`src/rtl/ptws_defines.vh`:
```
// Purpose: constants for the period timer with scalers
// Assumes: byte-wide register port, one word per address
// Notes:   offsets are local choices
`ifndef PTWS_DEFINES_VH
`define PTWS_DEFINES_VH

`define PTWS_ADDR_W        2
`define PTWS_OFF_COUNT     2'h0
`define PTWS_OFF_PERIOD    2'h1
`define PTWS_OFF_CONTROL   2'h2
`define PTWS_OFF_FLAGS     2'h3

`define PTWS_COUNT_RST     8'h00
`define PTWS_PERIOD_RST    8'hFF
`define PTWS_CONTROL_RST   7'h00
`define PTWS_FLAG_RST      1'h0
`define PTWS_RDATA_IDLE    8'h00

`define PTWS_PRE_LSB       0
`define PTWS_PRE_MSB       1
`define PTWS_RUN_BIT       2
`define PTWS_POST_LSB      3
`define PTWS_POST_MSB      6
`define PTWS_FLAG_BIT      1

`define PTWS_PRE_DIV1      2'h0
`define PTWS_PRE_DIV4      2'h1
`define PTWS_PRE_LAST1     4'h0
`define PTWS_PRE_LAST4     4'h3
`define PTWS_PRE_LAST16    4'hF

`endif

```
`src/rtl/ptws_divider.v`:
```
// Purpose: modulo counter producing a tick every (last+1) enables
// Assumes: clear has priority over counting
// Notes:   used for both prescaler and postscaler
`timescale 1ns/10ps

module ptws_divider (
    // clock and reset
    input  wire       clock,
    input  wire       rst_n,
    // control
    input  wire       clear,
    input  wire       enable,
    input  wire [3:0] last,
    // result
    output wire       tick
);

    reg [3:0] cnt_q;
    reg [3:0] cnt_d;

    assign tick = enable && (cnt_q >= last);

    always @* begin
        cnt_d = cnt_q;
        if (clear) begin
            cnt_d = 4'h0;
        end else if (tick) begin
            cnt_d = 4'h0;
        end else if (enable) begin
            cnt_d = cnt_q + 4'h1;
        end
    end

    always @(posedge clock or negedge rst_n) begin
        if (!rst_n) begin
            cnt_q <= 4'h0;
        end else begin
            cnt_q <= cnt_d;
        end
    end

endmodule

```
`src/rtl/ptws_timer.v`:
```
// Purpose: 8-bit period timer with prescaler and postscaler
// Assumes: clock is the quarter-oscillator instruction clock
// Notes:   flag register holds only the period event flag
//
// Contract
// - count rises from zero; on period match next increment loads zero
// - period register is read/write and resets to all ones
// - control bits 1:0 divide input: 00 by 1, 01 by 4, 1x by 16
// - control bits 6:3 divide match events by code plus one
// - postscaler terminal count sets flag bit 1 of flag register
// - scalers clear on count write, control write, or reset
// - control write leaves count unchanged
// - count register read/write, reset to zero
// - control bit 2 runs timer; clear stops counting
// - control bit 7 reads zero
// - pre-postscaler match output goes to serial port
// - timer serves as PWM period time base
//
// Chosen here: strobed register access and the register addresses.
`timescale 1ns/10ps
`include "ptws_defines.vh"

module ptws_timer (
    // clock and reset
    input  wire       clock,
    input  wire       rst_n,
    // register port
    input  wire [1:0] reg_addr,
    input  wire [7:0] reg_wdata,
    input  wire       reg_write,
    input  wire       reg_read,
    output reg  [7:0] reg_rdata,
    // time base outputs
    output wire       period_match,
    output wire [7:0] pwm_count,
    output wire [7:0] pwm_period,
    output wire       pwm_period_end,
    output wire       period_event_flag
);

    ////////////////////////////////////////////////////////////////////////
    // register state
    reg  [7:0] timer_count_q;
    reg  [7:0] timer_count_d;
    reg  [7:0] period_limit_q;
    reg  [7:0] period_limit_d;
    reg  [6:0] timer_control_q;
    reg  [6:0] timer_control_d;
    reg        flag_q;
    reg        flag_d;
    reg  [7:0] rdata_d;

    // decode
    reg        wr_count;
    reg        wr_period;
    reg        wr_control;
    reg        wr_flags;
    reg  [3:0] pre_last;

    // control fields
    wire       timer_run;
    wire [1:0] pre_divide_select;
    wire [3:0] post_divide_select;

    // time base
    wire       scaler_clear;
    wire       pre_tick;
    wire       post_tick;
    wire       at_limit;
    wire       step;

    ////////////////////////////////////////////////////////////////////////
    // write decode: one strobe per register, none while idle
    always @* begin
        wr_count   = 1'b0;
        wr_period  = 1'b0;
        wr_control = 1'b0;
        wr_flags   = 1'b0;
        if (reg_write) begin
            case (reg_addr)
                `PTWS_OFF_COUNT:   wr_count   = 1'b1;
                `PTWS_OFF_PERIOD:  wr_period  = 1'b1;
                `PTWS_OFF_CONTROL: wr_control = 1'b1;
                `PTWS_OFF_FLAGS:   wr_flags   = 1'b1;
                default:           wr_flags   = 1'b0;
            endcase
        end
    end

    ////////////////////////////////////////////////////////////////////////
    // control fields
    assign timer_run          = timer_control_q[`PTWS_RUN_BIT];
    assign pre_divide_select  = timer_control_q[`PTWS_PRE_MSB:`PTWS_PRE_LSB];
    assign post_divide_select = timer_control_q[`PTWS_POST_MSB:`PTWS_POST_LSB];

    // both scalers restart so a new setting starts from a clean phase
    assign scaler_clear = wr_count || wr_control;
    assign at_limit     = (timer_count_q == period_limit_q);
    assign step         = timer_run && pre_tick;

    ////////////////////////////////////////////////////////////////////////
    // prescaler
    always @* begin
        if (pre_divide_select[1]) begin
            pre_last = `PTWS_PRE_LAST16;
        end else if (pre_divide_select == `PTWS_PRE_DIV4) begin
            pre_last = `PTWS_PRE_LAST4;
        end else begin
            pre_last = `PTWS_PRE_LAST1;
        end
    end

    ptws_divider u_pre (
        .clock  (clock),
        .rst_n  (rst_n),
        .clear  (scaler_clear),
        .enable (timer_run),
        .last   (pre_last),
        .tick   (pre_tick)
    );

    // match pulse: one cycle, on the increment that wraps to zero
    assign period_match   = step && at_limit;
    assign pwm_period_end = period_match;
    assign pwm_count      = timer_count_q;
    assign pwm_period     = period_limit_q;

    ptws_divider u_post (
        .clock  (clock),
        .rst_n  (rst_n),
        .clear  (scaler_clear),
        .enable (period_match),
        .last   (post_divide_select),
        .tick   (post_tick)
    );

    ////////////////////////////////////////////////////////////////////////
    // count; a software write wins over a same-cycle increment
    always @* begin
        timer_count_d = timer_count_q;
        if (wr_count) begin
            timer_count_d = reg_wdata;
        end else if (step) begin
            if (at_limit) begin
                timer_count_d = 8'h00;
            end else begin
                timer_count_d = timer_count_q + 8'h01;
            end
        end
    end

    // flag: a hardware set wins over a software clear
    always @* begin
        flag_d = flag_q;
        if (wr_flags) begin
            flag_d = reg_wdata[`PTWS_FLAG_BIT];
        end
        if (post_tick) begin
            flag_d = 1'b1;
        end
    end

    // period next value; a period write leaves both scalers running
    always @* begin
        period_limit_d = period_limit_q;
        if (wr_period) begin
            period_limit_d = reg_wdata;
        end
    end

    // bit 7 has no storage, so it can never read back as one
    always @* begin
        timer_control_d = timer_control_q;
        if (wr_control) begin
            timer_control_d = reg_wdata[6:0];
        end
    end

    ////////////////////////////////////////////////////////////////////////
    // storage
    always @(posedge clock or negedge rst_n) begin
        if (!rst_n) begin
            timer_count_q <= `PTWS_COUNT_RST;
        end else begin
            timer_count_q <= timer_count_d;
        end
    end

    always @(posedge clock or negedge rst_n) begin
        if (!rst_n) begin
            period_limit_q <= `PTWS_PERIOD_RST;
        end else begin
            period_limit_q <= period_limit_d;
        end
    end

    always @(posedge clock or negedge rst_n) begin
        if (!rst_n) begin
            timer_control_q <= `PTWS_CONTROL_RST;
        end else begin
            timer_control_q <= timer_control_d;
        end
    end

    always @(posedge clock or negedge rst_n) begin
        if (!rst_n) begin
            flag_q <= `PTWS_FLAG_RST;
        end else begin
            flag_q <= flag_d;
        end
    end

    assign period_event_flag = flag_q;

    ////////////////////////////////////////////////////////////////////////
    // read data only in the cycle after the strobe, zero otherwise
    always @* begin
        rdata_d = `PTWS_RDATA_IDLE;
        if (reg_read) begin
            case (reg_addr)
                `PTWS_OFF_COUNT:   rdata_d = timer_count_q;
                `PTWS_OFF_PERIOD:  rdata_d = period_limit_q;
                `PTWS_OFF_CONTROL: rdata_d = {1'b0, timer_control_q};
                `PTWS_OFF_FLAGS:   rdata_d = {6'h00, flag_q, 1'b0};
                default:           rdata_d = `PTWS_RDATA_IDLE;
            endcase
        end
    end

    always @(posedge clock or negedge rst_n) begin
        if (!rst_n) begin
            reg_rdata <= `PTWS_RDATA_IDLE;
        end else begin
            reg_rdata <= rdata_d;
        end
    end

endmodule

```
`config.mk`:
```
export PLATFORM = sky130hd
export DESIGN_NAME = ptws_timer
export DESIGN_NICKNAME = d
export VERILOG_FILES = /design/src/rtl/ptws_divider.v /design/src/rtl/ptws_timer.v
export VERILOG_INCLUDE_DIRS = /design/src /design/src/rtl
export SDC_FILE = /design/constraint.sdc
export NUM_CORES = 1
export LEC_CHECK = 0
export ABC_AREA = 1
export BUFFER_PORTS_ARGS = -buffer_cell sky130_fd_sc_hd__buf_2
export CORE_MARGIN = 2
export CORE_UTILIZATION = 45
export CTS_BUF_LIST = sky130_fd_sc_hd__clkbuf_8
export CTS_CLUSTER_DIAMETER = 50
export DETAILED_ROUTE_END_ITERATION = 8
export PLACE_DENSITY = 0.66
export SYNTH_ARGS = -nofsm -noshare
export SYNTH_HDL_FRONTEND = slang
export SYNTH_SLANG_ARGS = --single-unit
```
`constraint.sdc`:
```
create_clock -name clock -period 4.1 [get_ports clock]
set_input_delay 0.82 -clock clock [delete_from_list [all_inputs] [get_ports clock]]
set_output_delay 0.82 -clock clock [all_outputs]
set_load 0.02 [all_outputs]
```
==> results of run 1 <==
[area by class of cell]
cell class | instances | area share [%]
Tap cell | 70 | 3.230
Sequential cell | 40 | 37.29
Inverter | 52 | 7.291
Clock inverter | 3 | 1.569
Multi-Input combinational cell | 200 | 40.70
Clock buffer | 5 | 2.538
Timing Repair Buffer | 40 | 7.383
[cell families after synthesis]
logic type | after synthesis
fa+ha+maj | 11
simple gates | 136
xor+xnor | 14
compound gates | 37
flops | 40
mux | 2
buf+inv | 56
[cells in the mapped netlist]
| cell type | instances |
|---|---|
| a21oi_1 | 4 |
| nor2_1 | 14 |
| o211ai_1 | 1 |
| ha_1 | 11 |
| nand2_2 | 2 |
| nor2_4 | 3 |
| xnor2_1 | 5 |
| inv_2 | 2 |
| mux2i_1 | 1 |
| nand3_1 | 21 |
| nand2_1 | 81 |
| xor2_1 | 9 |
| mux2_2 | 1 |
| nor2_2 | 1 |
| nor3_1 | 1 |
| dfrtp_1 | 32 |
| dfstp_2 | 8 |
| buf_4 | 1 |
| inv_4 | 1 |
| a221oi_1 | 5 |
| o21ai_0 | 26 |
| clkbuf_1 | 1 |
| buf_2 | 2 |
| nand4_1 | 10 |
| nand2_4 | 3 |
| o21ai_1 | 1 |
| inv_1 | 49 |
[power by group through the flow]
stage / logic [mW] / registers (mW) / clock network, mW
6_report: 0.533 / 0.614 / 0.324
5_1_grt: 0.613 / 0.636 / 0.350
4_1_cts: 0.536 / 0.615 / 0.333
3_5_place_dp: 0.533 / 0.622 / 0
3_3_place_gp: 0.521 / 0.622 / 0
2_1_floorplan: 0.314 / 0.666 / 0
[per-layer routing]
layer / share of wire (%) / wire [um]
met3: 4.5 / 236
met2: 47 / 2471
met5: 0 / 0
met4: 2.1 / 110
met1: 47 / 2476
[state kept, by name, summed over array words and instances (netlist names)]
register / cells
reg_rdata: 8
pwm_period: 8
period_event_flag: 1
u_pre.cnt_q: 4
u_post.cnt_q: 4
pwm_count: 8
timer_control_q: 7
[worst paths after layout]
kind	to	depth (start not counted)
worst min-delay path	timer_control_q[6]	2
worst max-delay path	period_match	8
worst max register to register	u_pre.cnt_q[0]	10
min in group asynchronous	pwm_count[1]	1
max in group asynchronous	reg_rdata[4]	1
worst min register to register	timer_control_q[6]	2
[stage by stage]
stage | std cells | worst slack, ns
floorplan | 296 | 1.768
global placement | 402 | 1.774
detailed placement | 402 | 1.726
CTS | 410 | 1.362
global route | 410 | 1.205
finish | 410 | 1.372
[worst register-to-register path, cell delays in order, from the launching register on]
cell	delay [ns]
dfrtp_1	0.42
nor2_1	0.16
inv_1	0.07
ha_1	0.28
nand3_1	0.08
nand3_1	0.07
nand2_1	0.17
nand2_1	0.27
nor2_1	0.29
nand3_1	0.10
nand2_1	0.07
==> metrics.md, run 1 <==
| Metric | Value |
|---|---|
| Status | complete, no violations |
| DR WL/cell | 12.91 um |
| Fin area | about 2700 um^2 |
| Input/output buffers | 40 |
| Ranking of synthesized cells by area | dfrtp_1, nand2_1, dfstp_2 |
| CTS tree | done |
| Post-layout util | a little over half |
| P_sw | ~0.6 mW |
| Max stage delay on crit path | approximately 0.42 ns |
| Max_slew headroom | between 30% and 40% |
| Top cell type's share of synthesized area | between 30% and 40% |
| CP bufs+invs | 2 |
| Layout Skew | between 0.004 and 0.005 ns |
| Post-synthesis adder-cell area fraction | 5.898% |
| Post-CTS Setup Bufs | 0 |
| Cell Int Power | between 0.8 and 0.9 mW |
| R2r setup slk | just over 2 ns |
| Vias in the first global route | ~2000 |
| Clock buffer depth | 2 |
| Total Routing Usage GR | between 10% and 20% |
| Post-synthesis cell count | 296 |
| Worst IR Drop VDD | ~300 uV |
| Core area | slightly above 5000 um^2 |
| Row count | 26 |
| CP dominant cell by count | nand3_1 |
| RR Startpoint | timer_control_q[1] |
| Setup violators final | 0 |
| Startpoint Class | flop |
| Synth Area in Simple Gates | 26.38% |
| Final hold viol count | 0 |
| Synthesis-stage register bit count | 40 |
| Sequential share of the synthesized area | 43.32% |
| RSZ-0062 raised after global routing | no |
| Final period demand of the worst path | between 2 and 3 ns |
| Main combinational cell family by area after synthesis | simple AND/OR/NAND/NOR gates |
| TNS Setup | 0 ns |
| Critical path's top delay family | simple AND/OR/NAND/NOR gates |
| Nets | around 360 |
| Area occupied by multi-input gates | approximately 1100 um^2 |
| CP endpoint kind | output pin |
| Die area | ~5800 um^2 |
| Share of layout cells above drive strength 1 | between 20 and 25% |
| Die width | between 70 and 80 um |
| Initial antenna violation count | 0 |
| Hold slack final | 0.5196 ns |
| I/O Pins | between 40 and 50 |
| Max-slew violation count | 0 |
| Hold path start | timer_control_q[6] |
| Layout area overhead | 16.19% |
| Flop pwr share | approximately two fifths |
| H-tree depth | 2 |
| Syn nets | 321 |
| Pwr Density | 542.4 nW/um^2 |
| Leading cell types in the layout, fill and taps excluded | nand2_1, inv_1, buf_2, dfrtp_1, o21ai_0 |
| Clk_lat worst skew | roughly 0.30 ns |
| Synth Warn # | 0 |
| Diode count | 0 |
| Worst-Margin Slew | approximately 0.91 ns |
| Filler cells | just under 500 |
| Clock Power Share | a little over a fifth |
| Mean Syn Cell Area | just under 8 um^2 |
| Pwr Total | roughly 1.5 mW |
| Post-DP HPWL | slightly above 4000 um |
| Tcrit/Tclk final | roughly two thirds |
| Comb power frac | 36.2% |
| Placement Cell Area | ~2600 um^2 |
| Final GP Congestion | 0.8518 |
| 1st-iter DRT viols | between 80 and 90 |
| Sw Ratio | about two fifths |
| Worst hold path class | flop to flop |
| Reg area | 1011 um^2 |
| Critical path origin | timer_control_q[1] |
| Total gr overflow | 0 |
| Worst Path Arrival | between 1.5 and 2 ns |
| CP Class | flop to output pin |
| Number of remaining DRC errors | 0 |
| Met3 usage | 3.910% |
| Synth Area in Compound Gates | under 10% |
| DR vias | between 2000 and 2500 |
| CP max FO | 7 |
| Detailed Route WL | ~5300 um |
| Max Cap Viol | 0 |
| Yosys cell types | 27 |
| Largest net degree at the start of global routing | ~40 |
| Req. time, crit path | about 3.3 ns |
| Initial Util | between 40% and 50% |
| Met1 Use GR | between 20% and 30% |
| CTS buffer count | 5 |
| Post-synthesis mux area share | 0.9115% |
| CTS Hold Bufs | 0 |
| Worst-path clk slew | approximately 0.080 ns |
| Gr busiest metal | met2 |
| Max Clk Rate | 366.6 MHz |
| CTS resizes | 0 |
| Critical path's slowest cell | dfrtp_1 |
| XOR/XNOR Fraction of Synth Area | around 5.3% |
| Met2 usage in global routing | between 30% and 40% |
| First-pass GRT wire length | around 9000 um |
| Router iterations before antenna repair | 4 |
| Crit-path cells | nor2_1, inv_1, ha_1, nand3_1, nand3_1, nand2_1, nor2_4, buf_2 |
| Sink Count | 40 |
| Die Height | ~76 um |
| Netlist Area Pre-Place | 2333 um^2 |
| Leakage | 1.501 nW |
| Yosys top cell by area | dfrtp_1 |
| Commonest non-fill, non-tap cell in the layout | nand2_1 |
| Root Buffer | clkbuf_8 |
| Via-to-Cell Ratio | about 4.9 |
| ANT nets after route | 0 |
Note: power is estimated with default switching activity, not from simulation.
==> run 2, diff against run 1 <==
clock period = 2.6 ns   (was 4.1 ns; I/O delays follow)
==> run 2 against run 1 <==
Sequential share of layout area shrank 0.41 points. Worst hold slack worse by 0.17 ns. Critical path depth up 3. Die area unchanged. Largest power group unchanged. Highest routed layer unchanged.
==> metrics.md, run 2 (synthesis results as in run 1) <==
| Metric | Value |
|---|---|
| Input/output buffers | 40 |
| RSZ-0062 raised after global routing | no |
| RR Startpoint | timer_control_q[1] |
| Post-layout util | a little over half |
| Met3 usage | 4.739% |
| Worst IR Drop VDD | approximately 420 uV |
| Commonest non-fill, non-tap cell in the layout | nand2_1 |
| Crit-path cells | nor2_1, inv_1, ha_1, inv_1, nand2_1, nand2_1, nand2_1, nand3_1, nand2_1, nor2_4, buf_2 |
| Post-CTS Setup Bufs | 0 |
| CP bufs+invs | 3 |
| Critical path's slowest cell | dfrtp_1 |
| Sink Count | 40 |
| Post-route insts no fill | about 410 |
| Row count | 26 |
| ANT nets after route | 0 |
| Final GP Congestion | about 0.86 |
| Met2 usage in global routing | 32.41% |
| CP dominant cell by count | nand2_1 |
| CTS Hold Bufs | 0 |
| Core area | 5042 um^2 |
| DR vias | between 2000 and 2500 |
| Detailed Route WL | between 5000 and 6000 um |
| Final hold viol count | 0 |
| Max-slew violation count | 0 |
| Root Buffer | clkbuf_8 |
| Gr busiest metal | met2 |
| R2r setup slk | slightly above 0.5 ns |
| Pwr Total | around 2.3 mW |
| I/O Pins | 41 |
| Pwr Density | ~850 nW/um^2 |
| Critical path's top delay family | simple AND/OR/NAND/NOR gates |
| H-tree depth | 2 |
| Inst Count DP | 404 |
| CTS tree | done |
| RR Endpoint | u_pre.cnt_q[0] |
| Startpoint Class | flop |
| 1st-iter DRT viols | 51 |
| TNS Setup | 0 ns |
| Leading cell types in the layout, fill and taps excluded | nand2_1, inv_1, buf_2, dfrtp_1, o21ai_0 |
| Setup violators final | 0 |
| Max Cap Viol | 0 |
| Post-DP HPWL | 4083 um |
| Tcrit/Tclk final | 91.83% |
| Max_slew headroom | about two fifths |
| Leakage | 1.522 nW |
| CP Class | flop to output pin |
| Initial Util | between 40% and 50% |
| Die area | 5778 um^2 |
| Req. time, crit path | between 2 and 2.5 ns |
| Max stage delay on crit path | 0.41 ns |
| Vias in the first global route | about 1900 |
| Via-to-Cell Ratio | approximately 5.0 |
| Router iterations before antenna repair | 4 |
| First-pass GRT wire length | roughly 9000 um |
| CP endpoint kind | output pin |
| Die width | approximately 76 um |
| Clk_lat worst skew | around 0.3 ns |
| Nets | 368 |
| Die Height | around 76 um |
| Met1 Use GR | a little over a quarter |
| Layout Skew | 0.008971 ns |
| Worst hold path class | primary input to asynchronous set/reset pin |
| Area occupied by multi-input gates | roughly 1100 um^2 |
| Worst Reg-to-Reg Cells | 11 |
| Reg area | slightly above 1000 um^2 |
| DR WL/cell | 13.09 um |
| Worst-Margin Slew | ~0.90 ns |
| Status | complete, no violations |
| Layout area overhead | 17.48% |
| Largest net degree at the start of global routing | 41 |
| Initial antenna violation count | 0 |
| Share of layout cells above drive strength 1 | 21.22% |
| Diode count | 0 |
| Total Routing Usage GR | between 20% and 30% |
| Clock buffer depth | 2 |
| CTS buffer count | 5 |
| Final period demand of the worst path | between 2 and 2.5 ns |
| Filler cells | 502 |
| Number of remaining DRC errors | 0 |
| CTS resizes | 0 |
| Total gr overflow | 0 |
| Worst-path clk slew | roughly 0.08 ns |
| Worst Path Arrival | approximately 1.9 ns |
| Max Clk Rate | between 400 and 500 MHz |
| CP max FO | 5 |
-- run 2: layout make-up --
type	instances	area share, %
well taps	70	3.195
clock inverters	3	1.552
inverters	52	7.211
flip-flops and latches	40	36.88
multi-input cells	200	40.26
clock buffers	5	2.510
repair buffers	44	8.398
-- run 2: where the power goes --
group	total, mW	internal [mW]	switching (mW)
sequential	0.952	0.772	0.181
clock	0.508	0.284	0.224
combinational	0.868	0.327	0.541
total	2.33	1.38	0.945
-- run 2: stage by stage --
step                      hold WS [ns]  setup WS (ns)  cell area, um^2
after floorplan                 0.2244         0.5684             2333
after global placement          0.4978         0.5741             2615
after detailed placement        0.5054         0.5039             2615
after CTS                       0.3750         0.1387             2726
after global routing            0.4205        0.03788             2741
final                           0.3479         0.2124             2741
-- run 2: per-layer routing --
| layer | vias up | share of wire (%) |
|---|---|---|
| met5 | - | 0 |
| met4 | 0 | 1.1 |
| met3 | 8 | 4.9 |
| met2 | 45 | 47 |
| met1 | 957 | 47 |
| li1 | 1041 | - |
-- run 2: how the worst max path moves through the flow --
stage / from / end / slack, ns / depth (start not counted)
6_report: timer_control_q[1] / period_match / 0.21 / 11
5_1_grt: timer_control_q[1] / pwm_period_end / 0.04 / 11
4_1_cts: timer_control_q[1] / period_match / 0.14 / 11
3_3_place_gp: timer_control_q[1] / pwm_period_end / 0.57 / 8
2_1_floorplan: timer_control_q[1] / pwm_period_end / 0.57 / 8
3_5_place_dp: timer_control_q[1] / period_match / 0.50 / 8
-- run 2: worst register-to-register path: stages (launching register included) --
cell and delay, ns:
dfrtp_1 0.41, nor2_1 0.16, ha_1 0.26, nand2_1 0.08, nand2_1 0.05, nand2_1 0.05, nand3_1 0.07, nand2_1 0.17
nand2_1 0.27, nor2_1 0.32, nand3_1 0.11, nand2_1 0.07
==> run 3, diff against run 2 <==
CELL_PAD_IN_SITES_DETAIL_PLACEMENT = 0   (was default)
CELL_PAD_IN_SITES_GLOBAL_PLACEMENT = 2   (was default)
CORE_UTILIZATION = 33   (was 45)
PLACE_DENSITY = default   (was 0.66)
PLACE_DENSITY_LB_ADDON = 0.1   (was default)
==> run 3 against run 2 <==
Setup slack improved by 0.039 ns. Worst hold slack got worse by 0.20 ns. Fmax increased by 1.6%. Clock power about the same. First-iteration DRC count increased by 100%. Die area increased by 34%. Power increased by 1.7%. Clock skew decreased by 0.0022 ns. Register-to-register slack improved by 0.06 ns. Global-route usage decreased by 2.2 points. Core utilization decreased by 14 points. Flip-flop and latch count unchanged. Highest routed layer unchanged.
==> metrics.md, run 3 (synthesis results as in run 1) <==
| Metric | Value |
|---|---|
| Root Buffer | clkbuf_8 |
| Req. time, crit path | roughly 2.1 ns |
| CP bufs+invs | 2 |
| CTS resizes | 0 |
| Fin area | about 2800 um^2 |
| Cell Int Power | ~1.4 mW |
| Die width | between 80 and 90 um |
| Pwr Density | 850.0 nW/um^2 |
| Post-layout util | between 40% and 50% |
| Setup WS post-layout | between 0.2 and 0.3 ns |
| First-pass GRT wire length | approximately 11000 um |
| Total gr overflow | 0 |
| DR vias | between 1500 and 2000 |
| CP dominant cell by count | nand3_1 |
| I/O Pins | 41 |
| RSZ-0062 raised after global routing | no |
| Clock buffer depth | 2 |
| Share of layout cells above drive strength 1 | 21.39% |
| Comb power frac | 37.8% |
| Final GP Congestion | about 0.8 |
| Post-DP HPWL | a little under 5000 um |
| Final hold viol count | 0 |
| P_sw | ~0.98 mW |
| TNS Setup | 0 ns |
| CTS buffer count | 5 |
| Flop pwr share | between 40% and 50% |
| Clk_lat worst skew | 0.29 ns |
| Tcrit/Tclk final | 90.34% |
| Router iterations before antenna repair | 4 |
| Vias in the first global route | roughly 2000 |
| Via-to-Cell Ratio | between 4 and 5 |
| Clock Power Share | a little over a fifth |
| Critical path's slowest cell | dfrtp_1 |
| Max stage delay on crit path | between 0.4 and 0.5 ns |
| Nets | 370 |
| Worst hold path class | primary input to asynchronous set/reset pin |
| Row count | 30 |
| CTS tree | done |
| Worst slack at placement | approximately 0.52 ns |
| Startpoint Class | flop |
| Input/output buffers | 40 |
| CP endpoint kind | output pin |
| Initial antenna violation count | 0 |
| Die area | between 7000 and 8000 um^2 |
| Layout Skew | slightly below 0.007 ns |
| Sink Count | 40 |
| Worst Path Arrival | about 1.8 ns |
| Total Routing Usage GR | approximately 18% |
| 1st-iter DRT viols | between 100 and 150 |
| Layout area overhead | 19.36% |
| Filler cells | 735 |
| Worst IR Drop VDD | 320.9 uV |
| Diode count | 0 |
| Post-CTS Setup Bufs | 0 |
| Worst-path clk slew | approximately 0.080 ns |
| Largest net degree at the start of global routing | 24 |
| Critical path's top delay family | simple AND/OR/NAND/NOR gates |
| Status | complete, no violations |
| H-tree depth | 2 |
| DR WL/cell | between 10 and 15 um |
| CP Class | flop to output pin |
| Leakage | roughly 1.5 nW |
| Max_slew headroom | between 60% and 70% |
| Number of remaining DRC errors | 0 |
| Die Height | 88.09 um |
| Max Clk Rate | between 400 and 500 MHz |
| Initial Util | about a third |
| Worst-Margin Slew | 0.5185 ns |
| CTS Hold Bufs | 0 |
| CP max FO | 6 |
| ANT nets after route | 0 |
| Placement Cell Area | roughly 2700 um^2 |
| Leading cell types in the layout, fill and taps excluded | nand2_1, inv_1, buf_2, dfrtp_1, o21ai_0 |
| Final period demand of the worst path | ~2.3 ns |
| Core area | 6832 um^2 |
| Max-slew violation count | 0 |
| Crit-path cells | nor2_1, inv_1, ha_1, nand3_1, nand3_1, nand2_1, nor2_4, buf_2 |
| Detailed Route WL | 6323 um |
| Setup violators final | 0 |
| Max Cap Viol | 0 |
| Commonest non-fill, non-tap cell in the layout | nand2_1 |
| Sw Ratio | between 40% and 50% |
==> run 3: cell types whose count changed in the layout (fill, tap and decap cells not counted) <==
cell        before  now
buf_4            4    6
clkinvlp_4       1    0
inv_1           49   50
==> run 3: power by group through the flow <==
stage / registers [mW] / clock network (mW) / logic, mW
5_1_grt: 0.991 / 0.547 / 1.04
3_5_place_dp: 0.977 / 0 / 0.906
3_3_place_gp: 0.979 / 0 / 0.903
2_1_floorplan: 1.05 / 0 / 0.495
6_report: 0.965 / 0.509 / 0.894
4_1_cts: 0.967 / 0.536 / 0.910
==> run 3: through the flow <==
stage	std cells	hold slack (ns)	total power [mW]
detailed placement	432	0.4813	1.883
global route	442	0.1822	2.573
global placement	432	0.4778	1.883
floorplan	296	0.2244	1.546
CTS	440	0.1559	2.412
finish	442	0.1442	2.367
==> run 3: area by class of cell <==
cell class / instances / area, um^2 / area share, %
clock inverters: 3 / 38.79 / 1.393
flip-flops and latches: 40 / 1011 / 36.30
well taps: 96 / 120.1 / 4.313
repair buffers: 46 / 245.2 / 8.805
inverters: 52 / 197.7 / 7.098
clock buffers: 5 / 68.82 / 2.471
multi-input cells: 200 / 1104 / 39.62
==> run 3: metal layers <==
layer | vias up | GRT usage, % | share of wire (%)
li1 | 1042 | - | -
met1 | 889 | 26.19 | 50
met2 | 45 | 27.75 | 45
met3 | 5 | 2.828 | 3.9
met4 | 0 | 4.821 | 0.90
met5 | - | 0 | 0
==> run 3: worst paths after layout <==
kind	cells past startpoint	slack, ns	end	start
worst max-delay path	8	0.25	pwm_period_end	timer_control_q[1]
worst min-delay path	1	0.14	reg_rdata[2]	rst_n
worst max register to register	11	0.57	u_pre.cnt_q[0]	timer_control_q[1]
worst min register to register	2	0.52	timer_control_q[6]	timer_control_q[6]
max in group asynchronous	2	1.72	pwm_period[5]	rst_n
min in group clock	3	0.47	pwm_count[5]	reg_wdata[5]
